### config.mk
export PLATFORM = sky130hd
export DESIGN_NAME = bit_skip_call_clear_ops
export DESIGN_NICKNAME = d
export VERILOG_FILES = /design/src/include/bsc_pkg.sv /design/src/include/decode_if.sv /design/src/core/instr_decode.sv /design/src/core/bit_skip_call_clear_ops.sv
export VERILOG_INCLUDE_DIRS = /design/src /design/src/include
export SDC_FILE = /design/constraint.sdc
export NUM_CORES = 1
export LEC_CHECK = 0
export BUFFER_PORTS_ARGS = -buffer_cell sky130_fd_sc_hd__buf_2
export CAP_MARGIN = 10
export CORE_ASPECT_RATIO = 0.5
export CORE_MARGIN = 5
export CORE_UTILIZATION = 51
export CTS_CLUSTER_SIZE = 25
export DETAILED_ROUTE_END_ITERATION = 12
export PLACE_DENSITY = 0.76
export SETUP_SLACK_MARGIN = 0.05
export SYNTH_ARGS = -nofsm -noshare
export SYNTH_HDL_FRONTEND = slang
export SYNTH_SLANG_ARGS = --single-unit
### constraint.sdc
create_clock -name clk_sys_in -period 2.2 [get_ports clk_sys_in]
set_input_delay 0.33 -clock clk_sys_in [delete_from_list [all_inputs] [get_ports clk_sys_in]]
set_output_delay 0.33 -clock clk_sys_in [all_outputs]
set_load 0.005 [all_outputs]
### src/include/bsc_consts.svh
// Opcode patterns, field positions, reset values for the bit/call/clear decoder.
// Assumes a 14-bit instruction word and an 8-bit data path.
//
// Contract
// - Decode the skip-if-set opcode with 3-bit bit index and 6-bit file address.
// - A set tested bit discards the next fetched word, giving a two-cycle test.
// - A call pushes the current program counter plus one onto the stack top.
// - After the push, a call loads its 12-bit target into PC bits 11..0.
// - Every call takes exactly two instruction cycles.
// - Clear-file writes 00h to the addressed register, sets zero, one cycle.
// - Clear-accumulator writes zero to the accumulator, sets zero, one cycle.
// - Watchdog clear resets the watchdog/wakeup counter to zero in one cycle.
// - Invert-file forms the bitwise inverse of the addressed register, one cycle.
// - Destination bit zero sends result to accumulator, one writes it back.
`ifndef BSC_CONSTS_SVH
`define BSC_CONSTS_SVH

// ==================================================
// Opcode masks and match values
`define OPC_SKIP_MASK   14'h3E00
`define OPC_SKIP_MATCH  14'h1600
`define OPC_CALL_MASK   14'h3000
`define OPC_CALL_MATCH  14'h2000
`define OPC_CLEAR_FILE_REG_MASK   14'h3F80
`define OPC_CLEAR_FILE_REG_MATCH  14'h0180
`define OPC_CLEAR_ACCUMULATOR_WORD   14'h0140
`define OPC_WDTCLR_WORD 14'h0004
`define OPC_INVF_MASK   14'h3F00
`define OPC_INVF_MATCH  14'h0900

// ==================================================
// Field positions
`define FLD_BIT_HI      8
`define FLD_BIT_LO      6
`define FLD_F6_HI       5
`define FLD_F7_HI       6
`define FLD_DEST        7
`define FLD_K_HI        11

// ==================================================
// Reset values
`define PC_RST          12'h000
`define ACC_RST         8'h00
`define ZERO_RST        1'b0
`define TO_RST          1'b1
`define PD_RST          1'b1
`define FILE_CLR_VAL    8'h00

`endif

### src/include/bsc_pkg.sv
// Types shared by the decoder and the execute core.
// Assumes one-hot encodings throughout.
package bsc_pkg;

   // ==================================================
   // Instruction classes
   typedef enum logic [6:0]
   {
      OP_OTHER  = 7'h01,
      OP_SKIP   = 7'h02,
      OP_CALL   = 7'h04,
      OP_CLEAR_FILE_REG   = 7'h08,
      OP_CLEAR_ACCUMULATOR   = 7'h10,
      OP_WDTCLR = 7'h20,
      OP_INVF   = 7'h40
   } op_kind_e;

   // ==================================================
   // Execute states
   typedef enum logic [1:0]
   {
      ST_EXEC  = 2'h1,
      ST_FLUSH = 2'h2
   } exec_state_e;

endpackage : bsc_pkg

### src/include/decode_if.sv
// Carrier between the instruction decoder and the execute core.
// Assumes the decoder is purely combinational.
`timescale 1ns/1ps
interface decode_if;
   import bsc_pkg::*;

   logic [13:0]     word;
   op_kind_e        kind;
   logic [2:0]      bit_sel;
   logic [6:0]      faddr;
   logic            dest;
   logic [11:0]     target;

   modport dec  (input word, output kind, bit_sel, faddr, dest, target);
   modport core (output word, input kind, bit_sel, faddr, dest, target);
endinterface : decode_if

### src/core/instr_decode.sv
// Combinational opcode classifier and field extractor.
// Assumes the word on the interface is the instruction being executed.
`timescale 1ns/1ps
`include "bsc_consts.svh"
module instr_decode
(
   decode_if.dec    dif
);
   import bsc_pkg::*;

   // ==================================================
   // Classification
   function automatic op_kind_e classify(input logic [13:0] w);
      op_kind_e k;
      k = OP_OTHER;
      if ((w & `OPC_SKIP_MASK) == `OPC_SKIP_MATCH)
         k = OP_SKIP;
      else if ((w & `OPC_CALL_MASK) == `OPC_CALL_MATCH)
         k = OP_CALL;
      else if ((w & `OPC_CLEAR_FILE_REG_MASK) == `OPC_CLEAR_FILE_REG_MATCH)
         k = OP_CLEAR_FILE_REG;
      else if (w == `OPC_CLEAR_ACCUMULATOR_WORD)
         k = OP_CLEAR_ACCUMULATOR;
      else if (w == `OPC_WDTCLR_WORD)
         k = OP_WDTCLR;
      else if ((w & `OPC_INVF_MASK) == `OPC_INVF_MATCH)
         k = OP_INVF;
      return k;
   endfunction : classify

   // ==================================================
   // Fields
   always_comb
   begin
      dif.kind    = classify(dif.word);
      dif.bit_sel = dif.word[`FLD_BIT_HI:`FLD_BIT_LO];
      // Bit-oriented ops reach only the low 64 file addresses
      if (dif.kind == OP_SKIP)
         dif.faddr = {1'b0, dif.word[`FLD_F6_HI:0]};
      else
         dif.faddr = dif.word[`FLD_F7_HI:0];
      dif.dest    = dif.word[`FLD_DEST];
      dif.target  = dif.word[`FLD_K_HI:0];
   end

endmodule : instr_decode

### src/core/bit_skip_call_clear_ops.sv
// Execute core for skip-if-set, call, clear-file, clear-accumulator,
// watchdog clear and invert-file.
// Assumes instr_in is the word at pc_out and file_rdata_in answers
// file_raddr_out in the same cycle; all inputs are on clk_sys_in.
`timescale 1ns/1ps
`include "bsc_consts.svh"
module bit_skip_call_clear_ops
#(
   parameter int WDT_W = 8
)
(
   input  wire logic             clk_sys_in,
   input  wire logic             nrst_in,
   input  wire logic [13:0]      instr_in,
   input  wire logic             instr_valid_in,
   input  wire logic [7:0]       file_rdata_in,
   input  wire logic             wdt_tick_in,
   output logic      [6:0]       file_raddr_out,
   output logic                  file_we_out,
   output logic      [6:0]       file_waddr_out,
   output logic      [7:0]       file_wdata_out,
   output logic      [7:0]       acc_out,
   output logic                  zero_flag_out,
   output logic                  time_out_flag_out,
   output logic                  sleep_flag_out,
   output logic      [11:0]      pc_out,
   output logic      [11:0]      stack_top_out,
   output logic                  stack_push_out,
   output logic      [WDT_W-1:0] watchdog_counter_out,
   output logic                  busy_out,
   output logic                  other_op_out
);
   import bsc_pkg::*;

   // ==================================================
   // Decoder
   decode_if dif ();

   instr_decode u_dec
   (
      .dif (dif)
   );

   assign dif.word = instr_in;

   function automatic logic [11:0] next_pc(input logic [11:0] p);
      return p + 12'h001;
   endfunction : next_pc

   // ==================================================
   // State
   exec_state_e      state_r,      state_nxt;
   logic [11:0]      pc_r,         pc_nxt;
   logic [11:0]      stack_top_r,  stack_top_nxt;
   logic             push_r,       push_nxt;
   logic             flush_inc_r,  flush_inc_nxt;
   logic [7:0]       acc_r,        acc_nxt;
   logic             zero_r,       zero_nxt;
   logic             to_r,         to_nxt;
   logic             pd_r,         pd_nxt;
   logic [WDT_W-1:0] wdt_r,        wdt_nxt;
   logic             we_r,         we_nxt;
   logic [6:0]       waddr_r,      waddr_nxt;
   logic [7:0]       wdata_r,      wdata_nxt;
   logic             go;
   logic [7:0]       inv_val;

   assign go      = (state_r == ST_EXEC) && instr_valid_in;
   assign inv_val = ~file_rdata_in;

   // ==================================================
   // Next-state logic
   always_comb
   begin
      state_nxt     = ST_EXEC;
      pc_nxt        = pc_r;
      stack_top_nxt = stack_top_r;
      push_nxt      = 1'b0;
      flush_inc_nxt = flush_inc_r;
      acc_nxt       = acc_r;
      zero_nxt      = zero_r;
      to_nxt        = to_r;
      pd_nxt        = pd_r;
      we_nxt        = 1'b0;
      waddr_nxt     = waddr_r;
      wdata_nxt     = wdata_r;
      // Clear beats a tick landing in the same cycle
      wdt_nxt       = wdt_tick_in ? wdt_r + {{(WDT_W-1){1'b0}}, 1'b1} : wdt_r;
      case (state_r)
         ST_EXEC:
         begin
            if (go)
            begin
               pc_nxt = next_pc(pc_r);
               case (dif.kind)
                  OP_SKIP:
                  begin
                     if (file_rdata_in[dif.bit_sel])
                     begin
                        state_nxt     = ST_FLUSH;
                        flush_inc_nxt = 1'b1;
                     end
                  end
                  OP_CALL:
                  begin
                     stack_top_nxt = next_pc(pc_r);
                     push_nxt      = 1'b1;
                     pc_nxt        = dif.target;
                     state_nxt     = ST_FLUSH;
                     flush_inc_nxt = 1'b0;
                  end
                  OP_CLEAR_FILE_REG:
                  begin
                     we_nxt    = 1'b1;
                     waddr_nxt = dif.faddr;
                     wdata_nxt = `FILE_CLR_VAL;
                     zero_nxt  = 1'b1;
                  end
                  OP_CLEAR_ACCUMULATOR:
                  begin
                     acc_nxt  = `ACC_RST;
                     zero_nxt = 1'b1;
                  end
                  OP_WDTCLR:
                  begin
                     wdt_nxt = '0;
                     to_nxt  = 1'b1;
                     pd_nxt  = 1'b1;
                  end
                  OP_INVF:
                  begin
                     zero_nxt = (inv_val == 8'h00);
                     if (dif.dest)
                     begin
                        we_nxt    = 1'b1;
                        waddr_nxt = dif.faddr;
                        wdata_nxt = inv_val;
                     end
                     else
                     begin
                        acc_nxt = inv_val;
                     end
                  end
                  default:
                  begin
                     pc_nxt = next_pc(pc_r);
                  end
               endcase
            end
         end
         ST_FLUSH:
         begin
            // Fetched word is thrown away; this cycle is a no-operation
            if (flush_inc_r)
               pc_nxt = next_pc(pc_r);
            state_nxt = ST_EXEC;
         end
         default:
         begin
            state_nxt = ST_EXEC;
         end
      endcase
   end

   // ==================================================
   // Registers
   always_ff @(posedge clk_sys_in or negedge nrst_in)
   begin
      if (!nrst_in)
      begin
         state_r     <= ST_EXEC;
         pc_r        <= `PC_RST;
         stack_top_r <= `PC_RST;
         push_r      <= 1'b0;
         flush_inc_r <= 1'b0;
         acc_r       <= `ACC_RST;
         zero_r      <= `ZERO_RST;
         to_r        <= `TO_RST;
         pd_r        <= `PD_RST;
         wdt_r       <= '0;
         we_r        <= 1'b0;
         waddr_r     <= 7'h00;
         wdata_r     <= 8'h00;
      end
      else
      begin
         state_r     <= state_nxt;
         pc_r        <= pc_nxt;
         stack_top_r <= stack_top_nxt;
         push_r      <= push_nxt;
         flush_inc_r <= flush_inc_nxt;
         acc_r       <= acc_nxt;
         zero_r      <= zero_nxt;
         to_r        <= to_nxt;
         pd_r        <= pd_nxt;
         wdt_r       <= wdt_nxt;
         we_r        <= we_nxt;
         waddr_r     <= waddr_nxt;
         wdata_r     <= wdata_nxt;
      end
   end

   // ==================================================
   // Outputs
   // Read address is combinational so the operand arrives in the same cycle
   assign file_raddr_out       = dif.faddr;
   assign file_we_out          = we_r;
   assign file_waddr_out       = waddr_r;
   assign file_wdata_out       = wdata_r;
   assign acc_out              = acc_r;
   assign zero_flag_out        = zero_r;
   assign time_out_flag_out    = to_r;
   assign sleep_flag_out       = pd_r;
   assign pc_out               = pc_r;
   assign stack_top_out        = stack_top_r;
   assign stack_push_out       = push_r;
   assign watchdog_counter_out = wdt_r;
   assign busy_out             = (state_r == ST_FLUSH);
   assign other_op_out         = go && (dif.kind == OP_OTHER);

   // ==================================================
   // Checks
   a_skip_taken: assert property (@(posedge clk_sys_in) disable iff (!nrst_in)
      go && dif.kind == OP_SKIP && file_rdata_in[dif.bit_sel]
      |=> busy_out && pc_out == $past(pc_r) + 12'h001 ##1 !busy_out
          && pc_out == $past(pc_r, 2) + 12'h002)
      else $error("skip did not discard the next word");

   a_skip_not_taken: assert property (@(posedge clk_sys_in) disable iff (!nrst_in)
      go && dif.kind == OP_SKIP && !file_rdata_in[dif.bit_sel]
      |=> !busy_out && pc_out == $past(pc_r) + 12'h001)
      else $error("clear bit caused a skip");

   a_call_push: assert property (@(posedge clk_sys_in) disable iff (!nrst_in)
      go && dif.kind == OP_CALL
      |=> stack_push_out && stack_top_out == $past(pc_r) + 12'h001)
      else $error("call pushed wrong return address");

   a_call_target: assert property (@(posedge clk_sys_in) disable iff (!nrst_in)
      go && dif.kind == OP_CALL |=> pc_out == $past(instr_in[11:0]) ##1 pc_out == $past(pc_r))
      else $error("call target not loaded");

   a_call_cycles: assert property (@(posedge clk_sys_in) disable iff (!nrst_in)
      go && dif.kind == OP_CALL |=> busy_out ##1 !busy_out)
      else $error("call did not take two cycles");

   a_clear_file_reg_write: assert property (@(posedge clk_sys_in) disable iff (!nrst_in)
      go && dif.kind == OP_CLEAR_FILE_REG
      |=> file_we_out && file_wdata_out == 8'h00
          && file_waddr_out == $past(instr_in[6:0]) && zero_flag_out)
      else $error("clear-file failed");

   a_clear_accumulator_acc: assert property (@(posedge clk_sys_in) disable iff (!nrst_in)
      go && dif.kind == OP_CLEAR_ACCUMULATOR |=> acc_out == 8'h00 && zero_flag_out && !file_we_out)
      else $error("clear-accumulator failed");

   a_wdt_clear: assert property (@(posedge clk_sys_in) disable iff (!nrst_in)
      go && dif.kind == OP_WDTCLR |=> watchdog_counter_out == '0)
      else $error("watchdog counter not cleared");

   a_wdt_flags: assert property (@(posedge clk_sys_in) disable iff (!nrst_in)
      go && dif.kind == OP_WDTCLR |=> time_out_flag_out && sleep_flag_out)
      else $error("status flags not set by watchdog clear");

   a_invf_acc: assert property (@(posedge clk_sys_in) disable iff (!nrst_in)
      go && dif.kind == OP_INVF && !dif.dest
      |=> acc_out == ~$past(file_rdata_in) && !file_we_out)
      else $error("invert to accumulator failed");

   a_invf_file: assert property (@(posedge clk_sys_in) disable iff (!nrst_in)
      go && dif.kind == OP_INVF && dif.dest
      |=> file_we_out && file_wdata_out == ~$past(file_rdata_in)
          && acc_out == $past(acc_r))
      else $error("invert write-back failed");

   a_invf_zero: assert property (@(posedge clk_sys_in) disable iff (!nrst_in)
      go && dif.kind == OP_INVF |=> zero_flag_out == ($past(file_rdata_in) == 8'hFF))
      else $error("invert zero flag wrong");

endmodule : bit_skip_call_clear_ops

==> impl_results.md <==
* Latest clock arrival within the worst-skew pair at between 0.3 and 0.4 ns
* Post-Syn Area at between 3000 and 4000 µm²
* Gpl congestion at 0.856
* Top-area cell type share of the netlist area at 0.484
* Synthesis Warnings at 0
* Port Buffers at 92
* Fillers at between 400 and 500
* Reg2Reg Setup Slack at ~0.19 ns
* Status: finished, final reports clean
* Reg clk slew, reported paths at roughly 0.050 ns
* Utilization after layout at 0.657
* CTS tree: built
* Yosys reg bits at 61
* Maximum vdd drop at 0.518 mV
* Dpl cells at around 460
* Hold Crit Class: input pin to asynchronous set/reset pin
* Drt drc at 0
* Post-CTS Hold Buffers at 0
* Final ANT Viol Nets at 0
* Routed vias/inst at approximately 5.5
* Largest area contributor in the netlist: dfrtp_1
* Die width at 120 µm
* Max-slew headroom at 0.591
* Slew Limit Fails at 0
* Skew final at around 0.0047 ns
* R2R depth at 5
* Ys flop type: dfrtp_1
* Clock buffer depth at 2
* Placement Rows at 20
* CTS Buf Count at 9
* Period Utilization, post-route at 0.916
* Fmax at 496 MHz
* Multi-input gate area at between 1000 and 1500 µm²
* Initial Utilization at 0.518
* Post-DP HPWL at roughly 5.6 mm
* Area delta synth->final at 26.7%
* Crit path time final at roughly 2 ns
* Reg area at about 1500 µm²
* Syn Inst Count at slightly below 300
* Async set-reset flop share out of synthesis at 1.00
* Syn Area/Cell at 10.4 µm²
* Critical-path maximum fanout at 5
* Share of cells above drive strength 1 at 0.358
* LEAKAGE at just over 2 nW
* PD cells at about 1000 nW/µm²
* Worst path arrival time at approximately 1.7 ns
* Vias after detailed routing at between 2,000 and 3,000
* Synth unique cells at 49
* Final worst slack at 0.185 ns
* WS Path Type: flip-flop to primary output
* Drt total wl at approximately 7.6 mm
* All-layer global routing usage at 0.208
* First-pass GRT wire length at roughly 13 mm
* R2R Path End: pc_out[6]$_DFFE_PN0P_
* Pre-Repair DR Iteration Count at 5
* Crit. End Element: primary output
* Ports at 95
* Nets at roughly 420
* Crit path launch type: flip-flop
* Initial antenna violation count at 0
* Initial DRC count at 162
* Pre-CTS setup slack at -0.00853 ns
* Largest net degree at the start of global routing at 62
* RSZ-0062 raised after global routing: no
* Vias in the first global route at approximately 2,600
* Synth area leaders: dfrtp_1 48%, nand2_1 4.0%, nor2_1 3.8%
* Worst hold slack at around 0.00065 ns
* N_diodes at 0
* Fin cells at about 470
* CTS H-tree lvls at 3
* Die Area at roughly 7800 µm²
* Final-report setup violation count at 0
* DIE HEIGHT at 65.1 µm
* Core Area at around 6000 µm²
* Seq/Total Area, Yosys at 0.493
* Max capacitance violation total at 0
* CP Data Required Time at around 1.9 ns
* Root buf cell: clkbuf_16
* Grt ovf at 0
* Reg2reg start: state_r[0]$_DFF_PN1_
* Final Hold Viols at 0
* Clk sink count at slightly above 60
* EDFF count, synth at 0
* Drt wl/cell at around 16 µm
* Worst slew pin tran at 0.608 ns
* Setup TNS at 0 ns
==> Yosys cell counts, types with 4 or more instances <==
library cell / instances
a21oi_1: 9
buf_4: 8
clkbuf_1: 10
dfrtp_1: 60
ha_1: 4
inv_1: 5
mux2_1: 9
mux2_2: 8
mux2_4: 6
nand2_1: 33
nand3_1: 7
nand4_1: 7
nor2_1: 31
nor2b_1: 5
nor3_1: 7
nor4_1: 5
o21ai_0: 18
xnor2_1: 10
xor2_1: 7
==> worst max path at each step <==
| stage | startpoint | to | slack, ns | depth (start not counted) |
|---|---|---|---|---|
| finish | state_r[0]$_DFF_PN1_ | other_op_out | 0.18 | 6 |
| global route | state_r[0]$_DFF_PN1_ | other_op_out | 0.07 | 6 |
| CTS | state_r[0]$_DFF_PN1_ | other_op_out | 0.09 | 6 |
| detailed placement | instr_in[13] | acc_out[5]$_DFFE_PN0P_ | -0.009 | 6 |
| global placement | instr_in[9] | file_waddr_out[5]$_DFFE_PN0P_ | 0.03 | 5 |
| floorplan | instr_in[9] | file_waddr_out[6]$_DFFE_PN0P_ | 0.18 | 5 |
==> layout by cell type (no fill, tap or decap), types with 4 or more instances in the layout <==
cell	synthesis	routed
buf_2	0	92
dfrtp_1	60	60
nand2_1	33	32
nor2_1	31	30
o21ai_0	18	18
xnor2_1	10	10
a21oi_1	9	9
mux2_1	9	9
clkbuf_16	0	9
buf_4	8	9
mux2_2	8	8
nand4_1	7	7
xor2_1	7	7
nand3_1	7	7
nor3_1	7	7
mux2_4	6	6
nor2b_1	5	5
nor4_1	5	5
inv_1	5	5
ha_1	4	4
==> where the power goes <==
| group | leakage (nW) | switching (mW) | internal, mW |
|---|---|---|---|
| Sequential | 0.781 | 0.281 | 1.38 |
| Combinational | 1.09 | 0.490 | 0.499 |
| Clock | 0.139 | 0.460 | 0.845 |
| Total | 2.01 | 1.23 | 2.73 |
==> what timing repair did <==
item	in CTS	in global routing
setup buffers	0	0
gates resized for setup	1	2
endpoints found under the setup margin	1	1
==> logic make-up after synthesis <==
kind of cell / after synthesis / synth area share
buffers and inverters: 25 / 0.0440
AND/OR/NAND/NOR: 117 / 0.193
other: 1 / 0.00121
flip-flops: 61 / 0.493
XOR/XNOR: 17 / 0.0480
multiplexers: 27 / 0.112
adder cells (fa/ha/maj): 4 / 0.0161
AO/OA/AOI/OAI: 46 / 0.0925
==> worst max-delay path: stages, from the launching register on <==
cell and delay (ns):
dfstp_2 0.53, ha_1 0.19, nand2_2 0.12, nor2_4 0.13, nand4b_1 0.11, a21oi_1 0.14, buf_2 0.14
==> final cells by class <==
class                           instances  area share
Inverter                                6     0.00701
Timing Repair Buffer                  102       0.140
Sequential cell                        61       0.389
Clock buffer                           14      0.0698
Tap cell                               77      0.0245
Multi-Input combinational cell        213       0.369
Clock inverter                          1     0.00127
==> state kept, by name, summed over array words and instances, names as in the netlist, 2 cells and up <==
register and cells:
pc_out 12, watchdog_counter_out 8, stack_top_out 12, state_r 2, file_waddr_out 7, acc_out 8
file_wdata_out 8
==> per-layer routing <==
| layer | track usage | up-vias | wire length, µm |
|---|---|---|---|
| met5 | 0 | - | 0 |
| met4 | 0.0636 | 0 | 62 |
| met3 | 0.0748 | 4 | 486 |
| met2 | 0.356 | 85 | 3770 |
| met1 | 0.250 | 1263 | 3270 |
| li1 | - | 1233 | - |
==> stage by stage <==
stage	total power, mW	cell area [µm²]
floorplan	2.19	3100
global placement	2.63	3640
detailed placement	2.68	3640
CTS	4.00	3920
global route	4.23	3930
finish	3.96	3930
(Power assumes the default switching activity.)
